===== src/inc/ppd_pkg.sv =====
// constants and types shared by the push-pull gate timing core
// assumes a 40 MHz aclk; all times are turned into aclk cycles here
package ppd_pkg;
	localparam int CLK_PERIOD_NS = 25;
	localparam int CLK_MHZ = 40;
	// register map, byte addresses
	localparam logic [7:0] ADDR_CTRL = 8'h00;
	localparam logic [7:0] ADDR_STAT = 8'h04;
	// control fields
	localparam int CTRL_SW_EN = 0;
	localparam int CTRL_EXT_ALLOW = 1;
	localparam int CTRL_SPREAD = 2;
	localparam int CTRL_SOFT = 3;
	localparam int CTRL_W = 4;
	localparam logic [3:0] CTRL_RST = 4'hf;
	// status fields
	localparam int STAT_ACTIVE = 0;
	localparam int STAT_EXT = 1;
	localparam int STAT_LOW = 2;
	localparam int STAT_EN = 3;
	localparam int STAT_PHASE = 4;
	localparam int STAT_LVL = 8;
	localparam logic [1:0] RESP_OKAY = 2'h0;
	localparam logic [1:0] RESP_SLVERR = 2'h2;
	// dead time: least time, rounded up
	localparam int DEAD_TIME_NS = 90;
	localparam int DEAD_CYC = (DEAD_TIME_NS + CLK_PERIOD_NS - 1) / CLK_PERIOD_NS;
	// internal oscillator, nominal 840 kHz after the divide by two
	localparam int INT_OSC_KHZ = 840;
	localparam int INT_HALF_CYC = (CLK_MHZ * 1000) / (2 * INT_OSC_KHZ);
	localparam int SPREAD_SPAN = 6;
	localparam int OSC_MIN_CYC = INT_HALF_CYC - SPREAD_SPAN / 2;
	// shortest accepted gap between divider toggles
	localparam int MIN_HALF_CYC = OSC_MIN_CYC;
	// external clock timeout, longest time, rounded down
	localparam int EXT_TIMEOUT_US = 50;
	localparam int EXT_TIMEOUT_CYC = EXT_TIMEOUT_US * CLK_MHZ;
	// soft-start ramp length; the top turns it into a parameter
	localparam int SS_TIME_US = 2000;
	localparam int SS_RAMP_CYC = SS_TIME_US * CLK_MHZ;
	localparam int LVL_W = 8;
	localparam int LVL_STEPS = 256;
endpackage : ppd_pkg


===== src/inc/ppd_phase_if.sv =====
// phase and gate signals between the core and its dead-time stage
// assumes both ends share aclk
`timescale 1ns/1ps
`default_nettype none
interface ppd_phase_if;
	logic run;
	logic phase;
	logic gate_a;
	logic gate_b;
	modport src (output run, output phase, input gate_a, input gate_b);
	modport dt (input run, input phase, output gate_a, output gate_b);
endinterface : ppd_phase_if
`default_nettype wire


===== src/verilog/ppd_core.sv =====
// push-pull gate timing core: clock select, divider, dead time, drain enables
// assumes en_pin, ext_clk and supply_low are asynchronous pins; AXI4-Lite on aclk
//
// Local design decisions: the register offsets and the AXI4-Lite interface to the registers.
`timescale 1ns/1ps
`default_nettype none
// Summary of operation
// - enable low stops switching and holds the block idle
// - enable pin reads as disabled when undriven; flops reset to disabled
// - disabled or supply low tri-states both drain outputs
// - internal oscillator period is swept to spread switching energy
// - external clock rising edges toggle the divide-by-two stage
// - no external edge within the timeout returns to the internal oscillator
// - valid external clock turns off spread modulation
// - divider gives two complementary half-rate phases, equal halves unless spread modulation is on
// - both gates low for the dead time before either goes high
// - gates alternate; the two switches are never on together
// - drive level ramps up after power-up and each enable rise
module ppd_core
	import ppd_pkg::*;
#(
	parameter int SS_CYC = SS_RAMP_CYC
)
(
	input wire logic aclk,
	input wire logic aresetn,
	input wire logic [7:0] s_axi_awaddr,
	input wire logic s_axi_awvalid,
	output logic s_axi_awready,
	input wire logic [31:0] s_axi_wdata,
	input wire logic [3:0] s_axi_wstrb,
	input wire logic s_axi_wvalid,
	output logic s_axi_wready,
	output logic [1:0] s_axi_bresp,
	output logic s_axi_bvalid,
	input wire logic s_axi_bready,
	input wire logic [7:0] s_axi_araddr,
	input wire logic s_axi_arvalid,
	output logic s_axi_arready,
	output logic [31:0] s_axi_rdata,
	output logic [1:0] s_axi_rresp,
	output logic s_axi_rvalid,
	input wire logic s_axi_rready,
	input wire logic en_pin,
	input wire logic ext_clk,
	input wire logic supply_low,
	output logic gate_drive_a,
	output logic gate_drive_b,
	output logic drain_out_a_o,
	output logic drain_out_a_oe,
	output logic drain_out_b_o,
	output logic drain_out_b_oe,
	output logic [7:0] drive_level
);
	localparam int SS_STEP = (SS_CYC / LVL_STEPS > 0) ? SS_CYC / LVL_STEPS : 1;

	logic [3:0] ctrl_q;
	logic en_s1_q, en_s2_q;
	logic low_s1_q, low_s2_q;
	logic ck_s1_q, ck_s2_q, ck_s3_q;
	logic ext_rise;
	logic active;
	logic active_q;
	logic ext_valid_q;
	logic [15:0] ext_age_q;
	logic int_tick;
	logic sel_edge;
	logic pend_q;
	logic [7:0] half_cnt_q;
	logic phase_q;
	logic [7:0] lvl_q;
	logic [19:0] ss_cnt_q;
	logic oe_a_q, oe_b_q;
	logic aw_q, w_q;
	logic [7:0] awaddr_q;
	logic [31:0] wdata_q;
	logic [3:0] wstrb_q;
	logic [31:0] stat;

	ppd_phase_if ph ();

	// pin synchronisers; enable resets low so an unsampled enable means off, supply low resets high
	always_ff @(posedge aclk) begin
		if (!aresetn) begin
			en_s1_q <= 1'b0;
			en_s2_q <= 1'b0;
			low_s1_q <= 1'b1;
			low_s2_q <= 1'b1;
			ck_s1_q <= 1'b0;
			ck_s2_q <= 1'b0;
			ck_s3_q <= 1'b0;
		end else begin
			en_s1_q <= en_pin;
			en_s2_q <= en_s1_q;
			low_s1_q <= supply_low;
			low_s2_q <= low_s1_q;
			ck_s1_q <= ext_clk;
			ck_s2_q <= ck_s1_q;
			ck_s3_q <= ck_s2_q;
		end
	end

	assign ext_rise = ck_s2_q & ~ck_s3_q;
	assign active = en_s2_q & ctrl_q[CTRL_SW_EN] & ~low_s2_q;

	always_ff @(posedge aclk) begin
		if (!aresetn)
			active_q <= 1'b0;
		else
			active_q <= active;
	end

	// external clock watchdog, counted in aclk cycles
	always_ff @(posedge aclk) begin
		if (!aresetn || !active || !ctrl_q[CTRL_EXT_ALLOW]) begin
			ext_valid_q <= 1'b0;
			ext_age_q <= 16'h0000;
		end else if (ext_rise) begin
			ext_valid_q <= 1'b1;
			ext_age_q <= 16'h0000;
		end else if (ext_age_q >= 16'(EXT_TIMEOUT_CYC)) begin
			ext_valid_q <= 1'b0;
		end else begin
			ext_age_q <= ext_age_q + 16'h0001;
		end
	end

	ppd_spread_osc u_osc (
		.aclk(aclk),
		.aresetn(aresetn),
		.run(active),
		.spread_on(ctrl_q[CTRL_SPREAD] & ~ext_valid_q),
		.tick(int_tick)
	);

	assign sel_edge = ext_valid_q ? ext_rise : int_tick;

	// an edge too soon after the last toggle waits, so a source swap cannot
	// shorten a half period; limits the external clock to the fastest internal rate
	always_ff @(posedge aclk) begin
		if (!aresetn || !active) begin
			pend_q <= 1'b0;
			half_cnt_q <= 8'h00;
			phase_q <= 1'b0;
		end else if ((sel_edge || pend_q) && half_cnt_q >= 8'(MIN_HALF_CYC - 1)) begin
			pend_q <= 1'b0;
			half_cnt_q <= 8'h00;
			phase_q <= ~phase_q;
		end else begin
			if (sel_edge)
				pend_q <= 1'b1;
			if (half_cnt_q != 8'hff)
				half_cnt_q <= half_cnt_q + 8'h01;
		end
	end

	assign ph.run = active_q;
	assign ph.phase = phase_q;

	ppd_dead_time u_dt (
		.aclk(aclk),
		.aresetn(aresetn),
		.ph(ph)
	);

	assign gate_drive_a = ph.gate_a;
	assign gate_drive_b = ph.gate_b;

	// drains only pull low; released whenever off, disabled or supply low
	always_ff @(posedge aclk) begin
		if (!aresetn || !active) begin
			oe_a_q <= 1'b0;
			oe_b_q <= 1'b0;
		end else begin
			oe_a_q <= ph.gate_a;
			oe_b_q <= ph.gate_b;
		end
	end

	assign drain_out_a_o = 1'b0;
	assign drain_out_b_o = 1'b0;
	assign drain_out_a_oe = oe_a_q;
	assign drain_out_b_oe = oe_b_q;

	// soft-start: restarts from zero whenever the block leaves the idle state
	always_ff @(posedge aclk) begin
		if (!aresetn || !active) begin
			lvl_q <= 8'h00;
			ss_cnt_q <= 20'h00000;
		end else if (!ctrl_q[CTRL_SOFT]) begin
			lvl_q <= 8'hff;
		end else if (lvl_q != 8'hff) begin
			if (ss_cnt_q >= 20'(SS_STEP - 1)) begin
				ss_cnt_q <= 20'h00000;
				lvl_q <= lvl_q + 8'h01;
			end else begin
				ss_cnt_q <= ss_cnt_q + 20'h00001;
			end
		end
	end

	assign drive_level = lvl_q;

	// AXI4-Lite write: address and data taken in either order
	assign s_axi_awready = ~aw_q & ~s_axi_bvalid;
	assign s_axi_wready = ~w_q & ~s_axi_bvalid;

	always_ff @(posedge aclk) begin
		if (!aresetn) begin
			aw_q <= 1'b0;
			awaddr_q <= 8'h00;
		end else if (s_axi_awvalid && s_axi_awready) begin
			aw_q <= 1'b1;
			awaddr_q <= s_axi_awaddr;
		end else if (aw_q && w_q) begin
			aw_q <= 1'b0;
		end
	end

	always_ff @(posedge aclk) begin
		if (!aresetn) begin
			w_q <= 1'b0;
			wdata_q <= 32'h00000000;
			wstrb_q <= 4'h0;
		end else if (s_axi_wvalid && s_axi_wready) begin
			w_q <= 1'b1;
			wdata_q <= s_axi_wdata;
			wstrb_q <= s_axi_wstrb;
		end else if (aw_q && w_q) begin
			w_q <= 1'b0;
		end
	end

	always_ff @(posedge aclk) begin
		if (!aresetn) begin
			s_axi_bvalid <= 1'b0;
			s_axi_bresp <= RESP_OKAY;
		end else if (aw_q && w_q) begin
			s_axi_bvalid <= 1'b1;
			if (awaddr_q[7:2] == ADDR_CTRL[7:2] || awaddr_q[7:2] == ADDR_STAT[7:2])
				s_axi_bresp <= RESP_OKAY;
			else
				s_axi_bresp <= RESP_SLVERR;
		end else if (s_axi_bready) begin
			s_axi_bvalid <= 1'b0;
		end
	end

	always_ff @(posedge aclk) begin
		if (!aresetn)
			ctrl_q <= CTRL_RST;
		else if (aw_q && w_q && awaddr_q[7:2] == ADDR_CTRL[7:2] && wstrb_q[0])
			ctrl_q <= wdata_q[CTRL_W-1:0];
	end

	always_comb begin
		stat = 32'h00000000;
		stat[STAT_ACTIVE] = active_q;
		stat[STAT_EXT] = ext_valid_q;
		stat[STAT_LOW] = low_s2_q;
		stat[STAT_EN] = en_s2_q;
		stat[STAT_PHASE] = phase_q;
		stat[STAT_LVL +: LVL_W] = lvl_q;
	end

	// AXI4-Lite read; status writes are accepted and ignored
	assign s_axi_arready = ~s_axi_rvalid;

	always_ff @(posedge aclk) begin
		if (!aresetn) begin
			s_axi_rvalid <= 1'b0;
			s_axi_rdata <= 32'h00000000;
			s_axi_rresp <= RESP_OKAY;
		end else if (s_axi_arvalid && s_axi_arready) begin
			s_axi_rvalid <= 1'b1;
			if (s_axi_araddr[7:2] == ADDR_CTRL[7:2]) begin
				s_axi_rdata <= {28'h0000000, ctrl_q};
				s_axi_rresp <= RESP_OKAY;
			end else if (s_axi_araddr[7:2] == ADDR_STAT[7:2]) begin
				s_axi_rdata <= stat;
				s_axi_rresp <= RESP_OKAY;
			end else begin
				s_axi_rdata <= 32'h00000000;
				s_axi_rresp <= RESP_SLVERR;
			end
		end else if (s_axi_rready) begin
			s_axi_rvalid <= 1'b0;
		end
	end
endmodule : ppd_core
`default_nettype wire


===== src/verilog/ppd_spread_osc.sv =====
// internal oscillator with triangular period modulation
// assumes run and spread_on come from aclk-domain logic
`timescale 1ns/1ps
`default_nettype none
module ppd_spread_osc
	import ppd_pkg::*;
(
	input wire logic aclk,
	input wire logic aresetn,
	input wire logic run,
	input wire logic spread_on,
	output logic tick
);
	logic [7:0] cnt_q;
	logic [7:0] off_q;
	logic up_q;
	logic [7:0] half;

	// period walks the span up and down so the energy lands in several bins
	always_comb begin
		if (spread_on)
			half = 8'(OSC_MIN_CYC) + off_q;
		else
			half = 8'(INT_HALF_CYC);
	end

	always_ff @(posedge aclk) begin
		if (!aresetn || !run) begin
			cnt_q <= 8'h00;
		end else if (cnt_q >= half - 8'h01) begin
			cnt_q <= 8'h00;
		end else begin
			cnt_q <= cnt_q + 8'h01;
		end
	end

	always_ff @(posedge aclk) begin
		if (!aresetn || !run) begin
			tick <= 1'b0;
		end else begin
			tick <= (cnt_q >= half - 8'h01);
		end
	end

	always_ff @(posedge aclk) begin
		if (!aresetn || !spread_on) begin
			off_q <= 8'h00;
			up_q <= 1'b1;
		end else if (cnt_q >= half - 8'h01) begin
			if (up_q && off_q == 8'(SPREAD_SPAN))
				up_q <= 1'b0;
			else if (!up_q && off_q == 8'h00)
				up_q <= 1'b1;
			else if (up_q)
				off_q <= off_q + 8'h01;
			else
				off_q <= off_q - 8'h01;
		end
	end
endmodule : ppd_spread_osc
`default_nettype wire


===== src/verilog/ppd_dead_time.sv =====
// break-before-make stage between the phase and the two gate drives
// assumes phase changes no faster than once per DEAD_CYC cycles
`timescale 1ns/1ps
`default_nettype none
module ppd_dead_time
	import ppd_pkg::*;
(
	input wire logic aclk,
	input wire logic aresetn,
	ppd_phase_if.dt ph
);
	logic [3:0] gap_q;
	logic last_q;

	always_ff @(posedge aclk) begin
		if (!aresetn || !ph.run) begin
			gap_q <= 4'(DEAD_CYC);
			last_q <= 1'b0;
		end else if (ph.phase != last_q) begin
			gap_q <= 4'(DEAD_CYC);
			last_q <= ph.phase;
		end else if (gap_q != 4'h0) begin
			gap_q <= gap_q - 4'h1;
		end
	end

	// both gates drop at once on a phase change and the new one waits out the gap
	always_ff @(posedge aclk) begin
		if (!aresetn || !ph.run) begin
			ph.gate_a <= 1'b0;
			ph.gate_b <= 1'b0;
		end else if (ph.phase != last_q || gap_q != 4'h0) begin
			ph.gate_a <= 1'b0;
			ph.gate_b <= 1'b0;
		end else begin
			ph.gate_a <= last_q;
			ph.gate_b <= ~last_q;
		end
	end
endmodule : ppd_dead_time
`default_nettype wire


===== config.mk =====
export PLATFORM = sky130hd
export DESIGN_NAME = ppd_core
export DESIGN_NICKNAME = d
export VERILOG_FILES = /design/src/inc/ppd_pkg.sv /design/src/inc/ppd_phase_if.sv /design/src/verilog/ppd_core.sv /design/src/verilog/ppd_spread_osc.sv /design/src/verilog/ppd_dead_time.sv
export SDC_FILE = /design/constraint.sdc
export NUM_CORES = 1
export LEC_CHECK = 0
export BUFFER_PORTS_ARGS = -buffer_cell sky130_fd_sc_hd__buf_2
export CORE_AREA = 3 3 111 113
export CTS_BUF_LIST = sky130_fd_sc_hd__clkbuf_8
export CTS_CLUSTER_SIZE = 10
export DETAILED_ROUTE_END_ITERATION = 16
export DIE_AREA = 0 0 114 116
export PLACE_DENSITY = 0.78
export SLEW_MARGIN = 20
export SYNTH_ARGS = -nofsm -noshare
export SYNTH_HDL_FRONTEND = slang
export SYNTH_SLANG_ARGS = --single-unit

===== constraint.sdc =====
create_clock -name aclk -period 3.3 [get_ports aclk]
set_input_delay 0.165 -clock aclk [delete_from_list [all_inputs] [get_ports aclk]]
set_output_delay 0.165 -clock aclk [all_outputs]
set_load 0.02 [all_outputs]

* Word level (Yosys, flattened, before mapping)
Cells that the tools add are included.
** Word-level totals
- Input bits :: 62
- Logic and storage cells :: 139
- Register bits :: 147
** Cells by class
- Mux-type cells :: 23
- Reduce and logical (&&, ||, !) cells :: 41
- Add/subtract/negate cells :: 10
- Order comparisons :: 4
- Bitwise operators :: 17
- Eq/ne operators :: 8
** Operators by type and width (count)
- 2-to-1 mux 8 bit :: 5
- adder 8 x 1 -> 8 bit, second input constant :: 4
- 2-to-1 mux 16 bit :: 2
- adder 20 x 1 -> 20 bit, second input constant :: 1
- >= comparator 20 x 9 -> 1 bit, second input constant :: 1
- 2-to-1 mux 20 bit :: 1
- adder 16 x 1 -> 16 bit, second input constant :: 1
- >= comparator 16 x 11 -> 1 bit, second input constant :: 1
- inequality test 8 bit, second input constant :: 2
- subtractor 8 x 1 -> 8 bit, second input constant :: 2
- equality test 6 x 1 -> 1 bit, second input constant :: 2
- logical NOT 6 bit :: 2
- 2-to-1 mux 1 bit :: 12
- nonzero test 2 bit :: 6
- NOT 1 bit :: 11
- OR reduction 2 bit :: 5
- logical AND 1 bit :: 9
- adder 5 x 8 -> 8 bit, first input constant :: 1
- equality test 8 x 3 -> 1 bit, second input constant :: 1
- >= comparator 8 x 5 -> 1 bit, second input constant :: 1
- >= comparator 8 bit :: 1
- logical NOT 8 bit :: 1
- logical OR 1 bit :: 7
- bitwise AND 1 bit :: 6
- 8 further kinds :: 18

* Longest topological paths before layout
- Depth in word-level cells :: 6
- Depth in mapped cells :: 14

* By module
A second synthesis with hierarchy kept.
** Unflattened totals
- Cells, all modules :: 671
- Area, all modules :: 6078.3 um^2
** Modules (own cells, without submodules)
- ppd_core :: area each 4269.1 um^2, cells each 463, instances 1, sequential area each 1981.9 um^2
- ppd_spread_osc :: area each 1519.0 um^2, cells each 180, instances 1, sequential area each 360.3 um^2
- ppd_dead_time :: area each 290.3 um^2, cells each 28, instances 1, sequential area each 140.1 um^2

* Worst setup path after synthesis
OpenSTA, ideal clock, no wires.
- Path kind :: register to register
- Start point :: reg u_osc.off_q[2]
- End point :: reg u_osc.cnt_q[2]
- Arrival :: 3.216 ns
- Stages on the path, launching flop included :: 15
- Data required time :: 3.235 ns
- Clock period less this slack :: 3.281 ns
- Path slack :: 0.019 ns
- Cells stage by stage :: dfxtp_1 > inv_1 > ha_1 > nor4b_1 > nand3_1 > xor2_1 > o21ai_1 > mux2i_1 > ha_1 > a21o_1 > a221oi_1 > o21a_1 > buf_2 > nand2_1 > nor2_1
** On the way
- Word-level cells in the longest chain between the ends :: 5
** RTL lines
- start: declaration :: line ppd_spread_osc.sv:15 : logic [7:0] off_q;
- start signal: assignment :: line ppd_spread_osc.sv:55 : off_q <= off_q + 8'h01;
- start signal: assignment :: line ppd_spread_osc.sv:57 : off_q <= off_q - 8'h01;
- adder 5 x 8 -> 8 bit :: line ppd_spread_osc.sv:22 : half = 8'(OSC_MIN_CYC) + off_q;
- 2-to-1 mux 8 bit :: line ppd_spread_osc.sv:21 : if (spread_on)
- subtractor 8 x 1 -> 8 bit :: line ppd_spread_osc.sv:30 : end else if (cnt_q >= half - 8'h01) begin
- >= comparator 8 bit :: line ppd_spread_osc.sv:30
- OR reduction 2 bit (no source line)
- end signal: assignment :: line ppd_spread_osc.sv:33 : cnt_q <= cnt_q + 8'h01;
- end: declaration :: line ppd_spread_osc.sv:14 : logic [7:0] cnt_q;
No other way between the ends.
A chain may end at the register's enable or synchronous reset.

* Worst setup path in the final report
- Start point :: reg u_osc.off_q[2]
- End point :: reg u_osc.off_q[5]
** On the way
- Word-level cells in the longest chain between the ends :: 5
- Elaborated cells on any way between the ends :: 14
- Those cells by class :: add/sub: 4; order compare: 1; eq/ne: 1; mux: 2; bitwise: 2; reduce/logical: 4
** RTL lines
- adder 5 x 8 -> 8 bit :: line ppd_spread_osc.sv:22
- 2-to-1 mux 8 bit :: line ppd_spread_osc.sv:21
- subtractor 8 x 1 -> 8 bit :: line ppd_spread_osc.sv:49 : end else if (cnt_q >= half - 8'h01) begin
- >= comparator 8 bit :: line ppd_spread_osc.sv:49
- AND reduction 3 bit (no source line)
Parallel ways exist; a longest one is shown, timed or not.

==> flow_metrics.py <==
metrics = {
    "min_path": {
        "hold_depth": 3,
        "whs_endpoint": "wdata_q[1]",
        "min_path_type": "primary input to register",
        "min_from": "s_axi_wdata[1]",
    },
    "final_layout": {
        "finalNonFillerCells": 900,
        "nets": 833,
        "syn_to_final_growth_pct": 16.2,
        "final_core_util": 0.603,
        "drive_gt1_frac": 0.173,
        "fin_area_mm2": 0.00689,
        "diodes": 0,
    },
    "critical_path": {
        "critPathRequiredTime_ps": 3660,
        "cpMaxStageDelayCell": "dfxtp_2",
        "end_kind": "register",
        "rrSetupSlack_ps": 230,
        "cp-start-kind": "register",
        "cp_max_fo": 13,
        "max_stage_delay_ps": 340,
        "path_buf_inv": 3,
        "path_cells": "inv_2, ha_4, nor4b_2, buf_4, nand3_1, xor2_1, o21ai_1, mux2i_1, ha_1, a21o_1, a221oi_2, o21a_1, buf_12, o21ai_0, a31oi_1",
        "crit_type": "register to register",
        "r2r_start": "u_osc.off_q[2]",
        "rr_worst_depth": 15,
        "rr_endpoint": "u_osc.off_q[5]",
        "crit_family": "compound AO/OA/AOI/OAI gates",
        "arrival_ps": 3430,
        "cp.depth": 15,
    },
    "synthesis": {
        "synth_top_family_by_area": "simple AND/OR/NAND/NOR gates",
        "synth.area.top_cells": "dfxtp_1 (42%), ha_1 (5.5%), nor2_1 (5.1%)",
        "synth_compound_area_frac": 0.122,
        "synth_xor_area_frac": 0.0635,
        "yosys_most_used_dff": "dfxtp_1",
        "yosys.area.top_type": "dfxtp_1",
        "synth-simple-area-share": 0.242,
        "yosysWarnings": 0,
        "ys_types": 62,
        "netlist_instances": 662,
        "async_reset_ff_frac": 0,
        "synth-adder-area-share": 0.0582,
        "synthMuxAreaShare": 0.0378,
        "yosysSeqAreaShare": 0.419,
        "ys_seq_elements": 124,
        "synth_top_area_frac": 0.419,
        "synth_edf_count": 0,
        "syn-cell-area_mm2": 0.00593,
        "avgSynthCellArea_um2": 8.96,
    },
    "floorplanning": {
        "core-area_mm2": 0.0114,
        "initial_utilization": 0.519,
        "pin_count": 117,
        "fp-row-count": 39,
        "die_w_um": 114,
        "die-height_um": 116,
        "dieArea_mm2": 0.0132,
    },
    "placement": {
        "io_buffer_count": 58,
        "gp_congestion": 0.821,
        "pre_cts_ws_ps": 38.8,
        "placed_area_mm2": 0.00632,
        "dp_hpwl_um": 8650,
        "dpl.cell_count": 852,
    },
    "sta": {
        "post-route-period-util": 0.930,
        "period_minus_slack_ps": 3070,
        "finClkSkew_ps": 11.2,
        "slew_headroom": 0.506,
        "hold_viol_final": 0,
        "setup_violations": 0,
        "setup_ws_ps": 230,
        "fmax_ghz": 0.326,
        "slew_viol_final": 0,
        "worstMarginPinSlew_ps": 730,
    },
    "route": {
        "drtPass1Iterations": 5,
        "wl_per_cell_um": 13.8,
        "drtIter0Drc": 221,
        "viasPerCell": 5.41,
        "detailroute.via_count": 4870,
        "finalWirelength_um": 12400,
        "drcViolationCount": 0,
        "ant_nets": 0,
    },
    "pwr": {
        "peakVddDrop_mv": 0.377,
        "powerDensity_mw_per_mm2": 404,
        "p_leak_nw": 2.77,
    },
    "grt": {
        "grtUsageTotal": 0.194,
        "grt_overflow": 0,
        "antenna_found_initial": 0,
        "grt_pass1_wl_um": 21000,
        "grt_max_degree": 47,
        "first_global_vias": 4652,
    },
    "cts": {
        "cts.sinks": 124,
        "tritoncts": "done",
        "clkLatencyLatePin_ps": 430,
        "cts_buffer_depth": 2,
        "htree_levels": 4,
        "cts_buffers": 17,
        "clk_pin_slew_ps": 70,
        "clockRootBuffer": "clkbuf_8",
    },
    "status": {
        "outcome": "finished, final reports clean",
    },
    "run": {
        "max_cap_viol_count": 0,
    },
}
[placed cells by master, fill, tap and decap left out, types with 20 or more instances in the layout]
cell / instances
nand3_1: 21
nand2_1: 40
dfxtp_1: 123
nor2_1: 77
conb_1: 23
buf_2: 58
a21oi_1: 21
and2_1: 20
nor2b_1: 32
xnor2_1: 25
inv_1: 21
ha_1: 24
[repair_timing]
action | 4_1_cts | 5_1_grt
gates resized for setup | 0 | 19
setup buffers | 0 | 2
setup endpoints to repair | 0 | 18
hold buffers | 14 | 0
hold endpoints to repair | 14 | 0
[routing by layer]
metal	vias to the layer above	track usage	routed length, µm
met1	2288	0.235	5420
met3	11	0.0642	678
met4	0	0.0507	97
met2	138	0.334	6200
li1	2433	-	-
met5	-	0	0
[logic make-up (layout without fill, tap and decap cells)]
logic type,after synthesis,after routing
and+or+nand+nor,276,276
AOI/OAI and AO/OA,105,105
xor gates and xnor gates,43,43
adders and majority gates,27,27
other,1,23
buffers and inverters,64,137
muxes,22,22
DFF,124,124
[worst reg2reg max path: stages (launching register included)]
cell,delay [ps]
dfxtp_2,340
inv_2,50
ha_4,240
nor4b_2,200
buf_4,160
nand3_1,110
xor2_1,160
o21ai_1,150
mux2i_1,230
ha_1,280
a21o_1,200
a221oi_2,260
o21a_1,210
buf_12,150
o21ai_0,100
a31oi_1,170
[registers in the layout, summed over array words and instances (netlist names), 6 cells and up]
register     cells
half_cnt_q       8
drive_level      8
ss_cnt_q        20
awaddr_q         6
u_osc.off_q      8
ext_age_q       16
u_osc.cnt_q      8
s_axi_rdata     13
[stage by stage]
stage / TNS [ps] / power [W] / hold slack, ps
after floorplan: 0 / 0.00167 / 266
after detailed placement: 0 / 0.00169 / 361
after global routing: -11.0 / 0.00289 / 22.1
after global placement: 0 / 0.00168 / 362
final: 0 / 0.00279 / 24.3
after CTS: 0 / 0.00281 / 6.31
[area by class of cell]
cell class,count,area (µm²)
multi-input combinational,496,3270
fill,968,4530
inverter,19,71.3
tap,143,179
timing repair buffer,86,548
clock buffer,18,248
clock inverter,14,85.1
sequential,124,2480
[cells in the mapped netlist (17+ instances only)]
master / n
o21ai_0: 17
a21oi_1: 21
and2_1: 21
nor2_1: 80
nor2b_1: 32
buf_4: 23
nand3_1: 21
ha_1: 26
mux2i_1: 19
dfxtp_1: 124
xor2_1: 18
inv_1: 19
xnor2_1: 25
nand2_1: 41
[worst max-delay path by stage]
stage,startpoint,to
2_1_floorplan,u_osc.off_q[2],u_osc.cnt_q[2]
3_3_place_gp,u_osc.off_q[2],u_osc.cnt_q[7]
3_5_place_dp,u_osc.off_q[2],u_osc.off_q[5]
4_1_cts,u_osc.off_q[2],u_osc.cnt_q[3]
5_1_grt,u_osc.off_q[2],u_osc.off_q[5]
6_report,u_osc.off_q[2],u_osc.off_q[5]
[power by group]
| part | switching, W | total (W) | internal, W |
|---|---|---|---|
| logic | 0.0000825 | 0.000142 | 0.0000595 |
| registers | 0.0000117 | 0.00153 | 0.00152 |
| clock network | 0.000592 | 0.00112 | 0.000524 |
| total | 0.000686 | 0.00279 | 0.00210 |
Note: power is estimated with default switching activity, not from simulation.
